$ cat src/hw/fgml_defines.vh
// constants for the framer global mask and loopback block
`ifndef FGML_DEFINES_VH
`define FGML_DEFINES_VH
// register addresses
`define FGML_ADDR_MASK_TWO 12'h903
`define FGML_ADDR_LOOPBACK 12'h904
// reset values
`define FGML_RST_MASK_TWO 16'h0000
`define FGML_RST_LOOPBACK 16'h0000
// writable bits of each register
`define FGML_MASK_TWO_WMASK 16'h03ff
`define FGML_LOOPBACK_WMASK 16'hffc0
// loopback field positions
`define FGML_BIT_BP_ALL 15
`define FGML_BIT_BP_67 14
`define FGML_BIT_BP_45 13
`define FGML_BIT_BP_23 12
`define FGML_BIT_BP_01 11
`define FGML_BIT_LN_ALL 10
`define FGML_BIT_LN_67 9
`define FGML_BIT_LN_45 8
`define FGML_BIT_LN_23 7
`define FGML_BIT_LN_01 6
// mask field positions
`define FGML_BIT_F6_RXLINE 9
`define FGML_BIT_F6_SYNC 8
`define FGML_BIT_F5_HDLC 7
`define FGML_BIT_F5_ELASTIC 6
`define FGML_BIT_F5_RXLINE 5
`define FGML_BIT_F5_SYNC 4
`define FGML_BIT_F4_HDLC 3
`define FGML_BIT_F4_ELASTIC 2
`define FGML_BIT_F4_RXLINE 1
`define FGML_BIT_F4_SYNC 0
`endif

$ cat src/hw/fgml_pair_swap.v
// one loopback crossing of a pair of streams
`timescale 1ns/1ps
module fgml_pair_swap #(
    parameter W = 1
) (
    // control
    input wire i_en,
    // streams leaving each side
    input wire [W-1:0] i_out_a,
    input wire [W-1:0] i_out_b,
    // streams entering each side
    input wire [W-1:0] i_in_a,
    input wire [W-1:0] i_in_b,
    // resulting streams into each side
    output wire [W-1:0] o_in_a,
    output wire [W-1:0] o_in_b
);
    // when enabled each side hears the other's output
    assign o_in_a = i_en ? i_out_b : i_in_a;
    assign o_in_b = i_en ? i_out_a : i_in_b;
endmodule // fgml_pair_swap

$ cat src/hw/fgml_top.v
// vector mask two, global loopback and the loopback routing
`timescale 1ns/1ps
`include "fgml_defines.vh"
module fgml_top (
    // clock and reset
    input wire i_clk_sys,
    input wire i_resetn,
    // parallel host access
    input wire [11:0] i_addr,
    input wire i_cs_n,
    input wire i_wr_n,
    input wire i_rd_n,
    input wire [15:0] i_wdata,
    output reg [15:0] o_rdata,
    // per-category interrupt sources, framers 4 to 6
    input wire [7:0] i_fr4_hdlc_irq,
    input wire [7:0] i_fr4_elastic_irq,
    input wire [7:0] i_fr4_rxline_irq,
    input wire [7:0] i_fr4_sync_irq,
    input wire [7:0] i_fr5_hdlc_irq,
    input wire [7:0] i_fr5_elastic_irq,
    input wire [7:0] i_fr5_rxline_irq,
    input wire [7:0] i_fr5_sync_irq,
    input wire [7:0] i_fr6_rxline_irq,
    input wire [7:0] i_fr6_sync_irq,
    // vector status bits 9..0 of vector register two
    output reg [9:0] o_vec_status_two,
    // backplane streams, index = framer
    input wire [7:0] i_backplane_serial_out,
    input wire [7:0] i_backplane_serial_in,
    output wire [7:0] o_backplane_serial_in,
    // line rails, index = framer
    input wire [7:0] i_line_out_positive,
    input wire [7:0] i_line_out_negative,
    input wire [7:0] i_line_in_positive,
    input wire [7:0] i_line_in_negative,
    output wire [7:0] o_line_in_positive,
    output wire [7:0] o_line_in_negative
);
    // register contents
    reg [15:0] mask_two_q;
    reg [15:0] loopback_q;
    // host strobes
    wire wr_mask;
    wire wr_loop;
    // raw vector status before masking
    wire [9:0] vec_raw;
    // intermediate stream sets after each crossing stage
    wire [7:0] bp_s1;
    wire [7:0] bp_s2;
    wire [7:0] ln_s1_p;
    wire [7:0] ln_s1_n;
    wire [7:0] ln_s2_p;
    wire [7:0] ln_s2_n;
    // read strobe, any address
    wire rd_any;
    // next values of the registers
    reg [15:0] mask_two_d;
    reg [15:0] loopback_d;
    reg [15:0] rdata_d;
    reg [9:0] vec_status_d;

    // limitations a user must know:
    // - rate limits of the pair crossings are software's duty;
    //   nothing here looks at the backplane rate
    // - with an all-framer crossing and a pair crossing on at
    //   once, framers 0 and 4 hear the all-framer crossing,
    //   their pair partners still hear the pair crossing
    // - routing is pure logic, so a loopback bit acts on the
    //   streams as soon as the register holds it
    // - vector status is not sticky; it follows the sources

    // decoded write strobes, active while cs and wr are low
    assign wr_mask = ~i_cs_n & ~i_wr_n & (i_addr == `FGML_ADDR_MASK_TWO);
    assign wr_loop = ~i_cs_n & ~i_wr_n & (i_addr == `FGML_ADDR_LOOPBACK);
    // decoded read strobe, active while cs and rd are low
    assign rd_any = ~i_cs_n & ~i_rd_n;

    // next mask value; upper mask bits live elsewhere
    always @* begin
        mask_two_d = mask_two_q; // hold by default
        if (wr_mask) begin
            // keep only the field of framers 4 to 6
            mask_two_d = i_wdata & `FGML_MASK_TWO_WMASK;
        end
    end

    // next loopback value; bits 5..0 never store
    always @* begin
        loopback_d = loopback_q; // hold by default
        if (wr_loop) begin
            // unused bits dropped so they read zero
            loopback_d = i_wdata & `FGML_LOOPBACK_WMASK;
        end
    end

    // register state, cleared by reset
    always @(posedge i_clk_sys or negedge i_resetn) begin
        if (!i_resetn) begin
            mask_two_q <= `FGML_RST_MASK_TWO;
            loopback_q <= `FGML_RST_LOOPBACK;
        end else begin
            mask_two_q <= mask_two_d;
            loopback_q <= loopback_d;
        end
    end

    // read data mux; holds the last answer when no read
    always @* begin
        rdata_d = o_rdata; // hold by default
        if (rd_any) begin
            case (i_addr)
                `FGML_ADDR_MASK_TWO: begin
                    rdata_d = mask_two_q; // low field only
                end
                `FGML_ADDR_LOOPBACK: begin
                    rdata_d = loopback_q;
                end
                default: begin
                    rdata_d = 16'h0000; // unmapped reads give zero
                end
            endcase
        end
    end

    // read data register
    always @(posedge i_clk_sys or negedge i_resetn) begin
        if (!i_resetn) begin
            o_rdata <= 16'h0000;
        end else begin
            o_rdata <= rdata_d;
        end
    end

    // each vector bit is the or of its category source
    // framer 6: receive line and sync only
    assign vec_raw[`FGML_BIT_F6_RXLINE] = |i_fr6_rxline_irq;
    assign vec_raw[`FGML_BIT_F6_SYNC] = |i_fr6_sync_irq;
    // framer 5: all four categories
    assign vec_raw[`FGML_BIT_F5_HDLC] = |i_fr5_hdlc_irq;
    assign vec_raw[`FGML_BIT_F5_ELASTIC] = |i_fr5_elastic_irq;
    assign vec_raw[`FGML_BIT_F5_RXLINE] = |i_fr5_rxline_irq;
    assign vec_raw[`FGML_BIT_F5_SYNC] = |i_fr5_sync_irq;
    // framer 4: all four categories
    assign vec_raw[`FGML_BIT_F4_HDLC] = |i_fr4_hdlc_irq;
    assign vec_raw[`FGML_BIT_F4_ELASTIC] = |i_fr4_elastic_irq;
    assign vec_raw[`FGML_BIT_F4_RXLINE] = |i_fr4_rxline_irq;
    assign vec_raw[`FGML_BIT_F4_SYNC] = |i_fr4_sync_irq;

    // masked status; a set mask bit forces zero
    always @* begin
        vec_status_d = vec_raw & ~mask_two_q[9:0];
    end

    // masked status registered, so a mask write acts next cycle
    always @(posedge i_clk_sys or negedge i_resetn) begin
        if (!i_resetn) begin
            o_vec_status_two <= 10'h000;
        end else begin
            o_vec_status_two <= vec_status_d;
        end
    end

    // routing summary, what each framer index hears:
    //   0: pin, or out 1 by pair, or out 4 when all is on
    //   1: pin, or out 0 by pair
    //   2: pin, or out 3 by pair
    //   3: pin, or out 2 by pair
    //   4: pin, or out 5 by pair, or out 0 when all is on
    //   5: pin, or out 4 by pair
    //   6: pin, or out 7 by pair
    //   7: pin, or out 6 by pair
    // backplane streams and line rails share this map

    // backplane stage one: pair crossings, fed from the pins
    // framers 0 and 1
    fgml_pair_swap #(.W(1)) u_bp01 (
        .i_en(loopback_q[`FGML_BIT_BP_01]),
        .i_out_a(i_backplane_serial_out[0]),
        .i_out_b(i_backplane_serial_out[1]),
        .i_in_a(i_backplane_serial_in[0]),
        .i_in_b(i_backplane_serial_in[1]),
        .o_in_a(bp_s1[0]),
        .o_in_b(bp_s1[1])
    );

    // framers 2 and 3
    fgml_pair_swap #(.W(1)) u_bp23 (
        .i_en(loopback_q[`FGML_BIT_BP_23]),
        .i_out_a(i_backplane_serial_out[2]),
        .i_out_b(i_backplane_serial_out[3]),
        .i_in_a(i_backplane_serial_in[2]),
        .i_in_b(i_backplane_serial_in[3]),
        .o_in_a(bp_s1[2]),
        .o_in_b(bp_s1[3])
    );

    // framers 4 and 5
    fgml_pair_swap #(.W(1)) u_bp45 (
        .i_en(loopback_q[`FGML_BIT_BP_45]),
        .i_out_a(i_backplane_serial_out[4]),
        .i_out_b(i_backplane_serial_out[5]),
        .i_in_a(i_backplane_serial_in[4]),
        .i_in_b(i_backplane_serial_in[5]),
        .o_in_a(bp_s1[4]),
        .o_in_b(bp_s1[5])
    );

    // framers 6 and 7
    fgml_pair_swap #(.W(1)) u_bp67 (
        .i_en(loopback_q[`FGML_BIT_BP_67]),
        .i_out_a(i_backplane_serial_out[6]),
        .i_out_b(i_backplane_serial_out[7]),
        .i_in_a(i_backplane_serial_in[6]),
        .i_in_b(i_backplane_serial_in[7]),
        .o_in_a(bp_s1[6]),
        .o_in_b(bp_s1[7])
    );
    // backplane stage two: all-framer crossing 0 and 4 wins
    // framers 0 and 4, fed from stage one
    fgml_pair_swap #(.W(1)) u_bp_all (
        .i_en(loopback_q[`FGML_BIT_BP_ALL]),
        .i_out_a(i_backplane_serial_out[0]),
        .i_out_b(i_backplane_serial_out[4]),
        .i_in_a(bp_s1[0]),
        .i_in_b(bp_s1[4]),
        .o_in_a(bp_s2[0]),
        .o_in_b(bp_s2[4])
    );
    // other framers pass stage two untouched
    assign bp_s2[3:1] = bp_s1[3:1];
    assign bp_s2[7:5] = bp_s1[7:5];
    // streams handed to the framers
    assign o_backplane_serial_in = bp_s2;

    // line stage one: rail pair crossings, both rails together
    // framers 0 and 1
    fgml_pair_swap #(.W(2)) u_ln01 (
        .i_en(loopback_q[`FGML_BIT_LN_01]),
        .i_out_a({i_line_out_positive[0], i_line_out_negative[0]}),
        .i_out_b({i_line_out_positive[1], i_line_out_negative[1]}),
        .i_in_a({i_line_in_positive[0], i_line_in_negative[0]}),
        .i_in_b({i_line_in_positive[1], i_line_in_negative[1]}),
        .o_in_a({ln_s1_p[0], ln_s1_n[0]}),
        .o_in_b({ln_s1_p[1], ln_s1_n[1]})
    );

    // framers 2 and 3
    fgml_pair_swap #(.W(2)) u_ln23 (
        .i_en(loopback_q[`FGML_BIT_LN_23]),
        .i_out_a({i_line_out_positive[2], i_line_out_negative[2]}),
        .i_out_b({i_line_out_positive[3], i_line_out_negative[3]}),
        .i_in_a({i_line_in_positive[2], i_line_in_negative[2]}),
        .i_in_b({i_line_in_positive[3], i_line_in_negative[3]}),
        .o_in_a({ln_s1_p[2], ln_s1_n[2]}),
        .o_in_b({ln_s1_p[3], ln_s1_n[3]})
    );

    // framers 4 and 5
    fgml_pair_swap #(.W(2)) u_ln45 (
        .i_en(loopback_q[`FGML_BIT_LN_45]),
        .i_out_a({i_line_out_positive[4], i_line_out_negative[4]}),
        .i_out_b({i_line_out_positive[5], i_line_out_negative[5]}),
        .i_in_a({i_line_in_positive[4], i_line_in_negative[4]}),
        .i_in_b({i_line_in_positive[5], i_line_in_negative[5]}),
        .o_in_a({ln_s1_p[4], ln_s1_n[4]}),
        .o_in_b({ln_s1_p[5], ln_s1_n[5]})
    );

    // framers 6 and 7
    fgml_pair_swap #(.W(2)) u_ln67 (
        .i_en(loopback_q[`FGML_BIT_LN_67]),
        .i_out_a({i_line_out_positive[6], i_line_out_negative[6]}),
        .i_out_b({i_line_out_positive[7], i_line_out_negative[7]}),
        .i_in_a({i_line_in_positive[6], i_line_in_negative[6]}),
        .i_in_b({i_line_in_positive[7], i_line_in_negative[7]}),
        .o_in_a({ln_s1_p[6], ln_s1_n[6]}),
        .o_in_b({ln_s1_p[7], ln_s1_n[7]})
    );
    // line stage two: framer 0 and 4 crossing wins
    // framers 0 and 4, fed from stage one
    fgml_pair_swap #(.W(2)) u_ln_all (
        .i_en(loopback_q[`FGML_BIT_LN_ALL]),
        .i_out_a({i_line_out_positive[0], i_line_out_negative[0]}),
        .i_out_b({i_line_out_positive[4], i_line_out_negative[4]}),
        .i_in_a({ln_s1_p[0], ln_s1_n[0]}),
        .i_in_b({ln_s1_p[4], ln_s1_n[4]}),
        .o_in_a({ln_s2_p[0], ln_s2_n[0]}),
        .o_in_b({ln_s2_p[4], ln_s2_n[4]})
    );
    // other framers pass stage two untouched
    assign ln_s2_p[3:1] = ln_s1_p[3:1];
    assign ln_s2_p[7:5] = ln_s1_p[7:5];
    assign ln_s2_n[3:1] = ln_s1_n[3:1];
    assign ln_s2_n[7:5] = ln_s1_n[7:5];
    // rails handed to the framers
    assign o_line_in_positive = ln_s2_p;
    assign o_line_in_negative = ln_s2_n;
endmodule // fgml_top

$ cat config.mk
export PLATFORM = sky130hd
export DESIGN_NAME = fgml_top
export DESIGN_NICKNAME = d
export VERILOG_FILES = /design/src/hw/fgml_pair_swap.v /design/src/hw/fgml_top.v
export VERILOG_INCLUDE_DIRS = /design/src /design/src/hw
export SDC_FILE = /design/constraint.sdc
export NUM_CORES = 1
export LEC_CHECK = 0
export ABC_AREA = 1
export BUFFER_PORTS_ARGS = -buffer_cell sky130_fd_sc_hd__buf_2
export CAP_MARGIN = 20
export CORE_ASPECT_RATIO = 1.1
export CORE_MARGIN = 2
export CORE_UTILIZATION = 34
export DETAILED_ROUTE_END_ITERATION = 6
export GPL_TIMING_DRIVEN = 0
export HOLD_SLACK_MARGIN = 0.08
export PLACE_DENSITY_LB_ADDON = 0.1
export SYNTH_ARGS = -nofsm -noshare
export SYNTH_HDL_FRONTEND = slang
export SYNTH_SLANG_ARGS = --single-unit
$ cat constraint.sdc
create_clock -name i_clk_sys -period 1.18 [get_ports i_clk_sys]
set_clock_uncertainty 0.2 [all_clocks]
set_input_delay 0.177 -clock i_clk_sys [delete_from_list [all_inputs] [get_ports i_clk_sys]]
set_output_delay 0.177 -clock i_clk_sys [all_outputs]
set_load 0.005 [all_outputs]
======== After elaboration in Yosys (flattened, before gate mapping) ========
Cells that the tools add are included.
storage, ports and cells
  bits in registers ....................... 46
  input port bits ......................... 161
  output and inout port bits .............. 50
  word-level logic and storage cells ...... 46
cells by class
  equal/unequal tests ..................... 2
  multiplexer cells ....................... 21
  bitwise operators ....................... 9
  reduce and logical (&&, ||, !) cells .... 10
operators by type and width
  kind                    count
  $reduce_or A8 Y1        10
  $pmux W16 S2            1
  $eq A12 B12 Y1 const B  2
  $mux W2                 10
  $and A10 B10 Y10        1
  $mux W1                 10
  $not A10 Y10            1
  $and A1 B1 Y1           4
  $not A1 Y1              3

======== Longest topological paths before layout ========
  depth in word-level cells ............... 3
  gate-level depth with buffers ........... 8
  mapped depth without buffers ............ 8

======== By module ========
From an unflattened synthesis, not the netlist that was laid out.
second synthesis, totals
  cell total of the unflattened synthesis .. 331
  area total of the unflattened synthesis .. 2,378.5 um^2
by module, submodules not included
  module                       times used  cells each  area an instance (um^2)
  fgml_top                     1           231         2,003.2
  fgml_pair_swap (u_ln01 ...)  5           13          48.8
  fgml_pair_swap (u_bp01 ...)  5           7           26.3

======== Worst setup path after synthesis ========
OpenSTA, ideal clock, no wires.
  kind .................................... flip-flop to output port
  start point ............................. register loopback_q[12]
  end point ............................... output port o_backplane_serial_in[2]
  data arrival time ....................... 824 ps
  data required time ...................... 803 ps
  path slack .............................. -21 ps
  cell stages (with the launch flop) ...... 3
  buffers on the path ..................... 1
  path through ............................ dfrtp_1 -> mux2_2 -> buf_4
between the ends
  word-level cells in the longest chain between the ends .. 1
ends and longest elaborated chain
  item                    RTL line             text
  from (decl)             fgml_top.v:42        reg [15:0] loopback_q;
  from (signal assigned)  fgml_top.v:101       loopback_q <= `FGML_RST_LOOPBACK;
  from (signal assigned)  fgml_top.v:104       loopback_q <= loopback_d;
  $mux W1                 fgml_pair_swap.v:19  assign o_in_a = i_en ? i_out_b : i_in_a;
  to (decl)               fgml_top.v:31        output wire [7:0] o_backplane_serial_in,
Every way passes these cells.

======== Worst setup path in the final report ========
  start point ............................. register loopback_q[7]
  end point ............................... output port o_line_in_negative[2]
between the ends
  word-level cells in the longest chain between the ends .. 1
ends and longest elaborated chain
  item       RTL line             text
  $mux W2    fgml_pair_swap.v:19
  to (decl)  fgml_top.v:38        output wire [7:0] o_line_in_negative
Every way passes these cells.

==> results.txt <==
----------------------------------------------------
[Run status]
  Run status ... finished, violations left
  Violations in the final reports ... negative hold slack, negative setup slack

[Floorplanning]
  Chip Width ... 83.2 um
  Placement row count ... 31
  Starting Density ... 0.354
  Ports placed on the boundary ... 211
  Height of the die ... 91.2 um
  Die outline area ... 0.00759 mm2
  Area of the placeable core ... 0.00663 mm2

[Routing]
  Vias per cell ... 4.67
  Detailed Routing Iterations Pass 1 ... 4
  DRC marker count from the first detailed-route iteration ... 68
  Detailed-route wire length ... 7940 um
  Routed via count ... 2961
  Detail-routed net length per standard cell ... 12.5 um
  Remaining antenna violation count ... 0
  DRC violation count after routing ... 0

[Yosys]
  Synthesized flop and latch total ... 46
  Fraction of the yosys area taken by sequential cells ... 0.490
  Post-synthesis average cell area ... 8.18 um2
  Number of unique standard cell types used by synthesis ... 16
  Syn. warnings ... 0
  Mapped Area ... 0.00235 mm2
  Gate count after technology mapping ... 287
  Net count after synthesis ... 448

[Pwr]
  Switching Share ... 0.235
  Share of total power in sequential cells ... 0.501
  Power share of the combinational group ... 0.189
  Static leakage power ... 0.00226 uW
  Maximum vdd ir drop ... 0.434 mV
  Share of power burned in the clock network ... 0.310
  P_int ... 2420 uW
  Switching Power ... 741 uW
  Power Dens Cells ... 748 mW/mm2
  Final Power ... 3160 uW

[Critical path]
  Largest fanout on the critical path ... 5
  Capturing element type of the critical path ... output port
  Maximum single-stage delay on the critical path ... 0.46 ns
  Crit path required time ... 0.80 ns
  Arr. time, crit path ... 1.20 ns
  Largest delay contributor family on the critical path ... flip-flops
  Worst Setup SP ... loopback_q[7]
  Ordered cell list for the critical path ... mux2_4 > buf_6
  Critical Setup Path Class ... reg -> out
  Origin of the critical flop-to-flop path ... loopback_q[9]
  CP Buf/Inv Count ... 1
  Slowest stage cell, crit path ... dfrtp_2
  Critical Path Start Type ... flop

[Clock network]
  Later-pin clock latency in the skew report ... 0.29 ns
  CTS max path bufs ... 2
  CTS Sinks ... 46
  CTS Root Cell ... clkbuf_8
  Number of levels the H-tree was split into ... 2
  Number of clock buffers inserted by TritonCTS ... 5
  Clock tree from TritonCTS ... built
  Clock slew at the register clock pins of the worst setup and hold paths ... 0.08 ns

[Layout]
  Final net count ... 712
  Share of cells above drive strength 1 ... 0.516
  Diodes inserted ... 0
  Top library cells by usage in the layout, fill and taps aside ... 204 x buf_2, 73 x nand2_1, 40 x dfrtp_1
  Synthesis-to-finish area growth ... 79.6%
  Most common library cell in the layout ignoring fill and taps ... buf_2

[STA]
  Final hold viol count ... 56
  Period Utilization, post-route ... 1.34
  Hold Worst Slack ... -0.364 ns
  Setup repair after global routing missed its margin ... yes
  Period minus WS final ... 1.58 ns
  Final setup fails ... 37
  Setup WS post-layout ... -0.400 ns
  Maximum clock frequency ... 633 MHz
  Number of pins with negative max-slew slack in the final report ... 0
  Setup tns final ... -8.12 ns
  Worst slew slack as a fraction of its limit ... 0.671
  Worst-margin pin slew ... 0.494 ns

[GRT]
  Via count of the first global-routing pass ... 2858
  Antenna violations before repair ... 0
  Pin count of the biggest net entering global routing ... 47
  GRT Overall Usage ... 0.201
  Global-route wire length before repair ... 12400 um
  Remaining global-route overflow ... 0

[Place]
  Estimated wirelength of the detail-placed design ... 5680 um
  Count of buffers from port buffering ... 210
  Final Wtd Congestion ... 0.735

[Job]
  Max-Cap Viols ... 0

[Hold path]
  Tightest Hold Check Type ... in -> async

----------------------------------------------------
-- logic make-up (layout without fill, tap and decap cells) --
kind of cell | count (synthesis) | after routing | synth area share
AO/OA/AOI/OAI | 60 | 60 | 0.134
buffers and inverters | 47 | 312 | 0.0911
flip-flops | 46 | 46 | 0.490
multiplexers | 12 | 12 | 0.0575
AND/OR/NAND/NOR | 122 | 122 | 0.227
-- through the flow --
stage / setup WS, ns / area, um2 / instances / utilization
finish: -0.400 / 4220 / 634 / 0.636
detailed placement: -0.326 / 3530 / 579 / 0.533
CTS: -0.391 / 4000 / 622 / 0.603
global placement: -0.302 / 3530 / 579 / 0.533
global route: -0.436 / 4220 / 634 / 0.636
floorplan: -0.0127 / 2380 / 287 / -
-- power groups by stage --
stage	Sequential (uW)	Clock (uW)	Combinational [uW]
after floorplan	1610	0	140
after global placement	1610	0	479
after detailed placement	1610	0	488
after CTS	1580	1010	552
after global routing	1580	1070	660
final	1580	980	596
-- sequential cells by signal, summed over array words and instances (netlist names) --
register / cells
o_vec_status_two: 10
o_rdata: 16
mask_two_q: 10
loopback_q: 10
-- synth_stat cells --
cell type / number / area [um2]
clkbuf_1: 2 / 7.51
nor4_1: 20 / 125
buf_4: 8 / 60.1
nand3_1: 11 / 55.1
a21oi_1: 21 / 105
o21ai_1: 20 / 100
nor2_2: 2 / 12.5
o21ai_0: 13 / 65.1
a22oi_1: 6 / 45.0
buf_2: 6 / 30.0
dfrtp_1: 46 / 1150
inv_1: 31 / 116
mux2_2: 12 / 135
nand2_1: 74 / 278
nor3_2: 1 / 10.0
nor2_1: 14 / 52.6
-- timing repair --
action / CTS / global route
endpoints found under the hold margin: 82 / 41
endpoints found under the setup margin: 42 / 76
resized for setup: 18 / 25
pin swaps: 11 / 1
buffers inserted: 18 / 10
hold buffers: 27 / 2
-- area by class of cell --
cell class | count | area (um2)
buffer | 6 | 35.0
clock buffer | 7 | 86.3
clock inverter | 1 | 5.00
fill | 611 | 2410
inverter | 31 | 116
multi-input combinational | 194 | 1090
sequential | 46 | 1160
tap | 82 | 103
timing repair buffer | 267 | 1630
-- worst paths after layout --
check / slack (ns) / cells after the start / endpoint
worst min register to register: 0.26 / 1 / o_vec_status_two[3]
min in group i_clk_sys: -0.06 / 3 / o_vec_status_two[3]
worst min-delay path: -0.36 / 1 / o_vec_status_two[0]
worst max register to register: -0.09 / 6 / o_rdata[9]
max in group asynchronous: 0.62 / 2 / loopback_q[15]
worst max-delay path: -0.40 / 2 / o_line_in_negative[2]
-- layer usage --
| layer | routed length (um) | global-route usage | share of wire | vias to the layer above |
|---|---|---|---|---|
| li1 | - | - | - | 1479 |
| met1 | 3080 | 0.234 | 0.39 | 1343 |
| met2 | 4190 | 0.368 | 0.53 | 125 |
| met3 | 561 | 0.0473 | 0.071 | 14 |
| met4 | 112 | 0.0505 | 0.014 | 0 |
| met5 | 0 | 0 | 0 | - |
(Power assumes the default switching activity.)
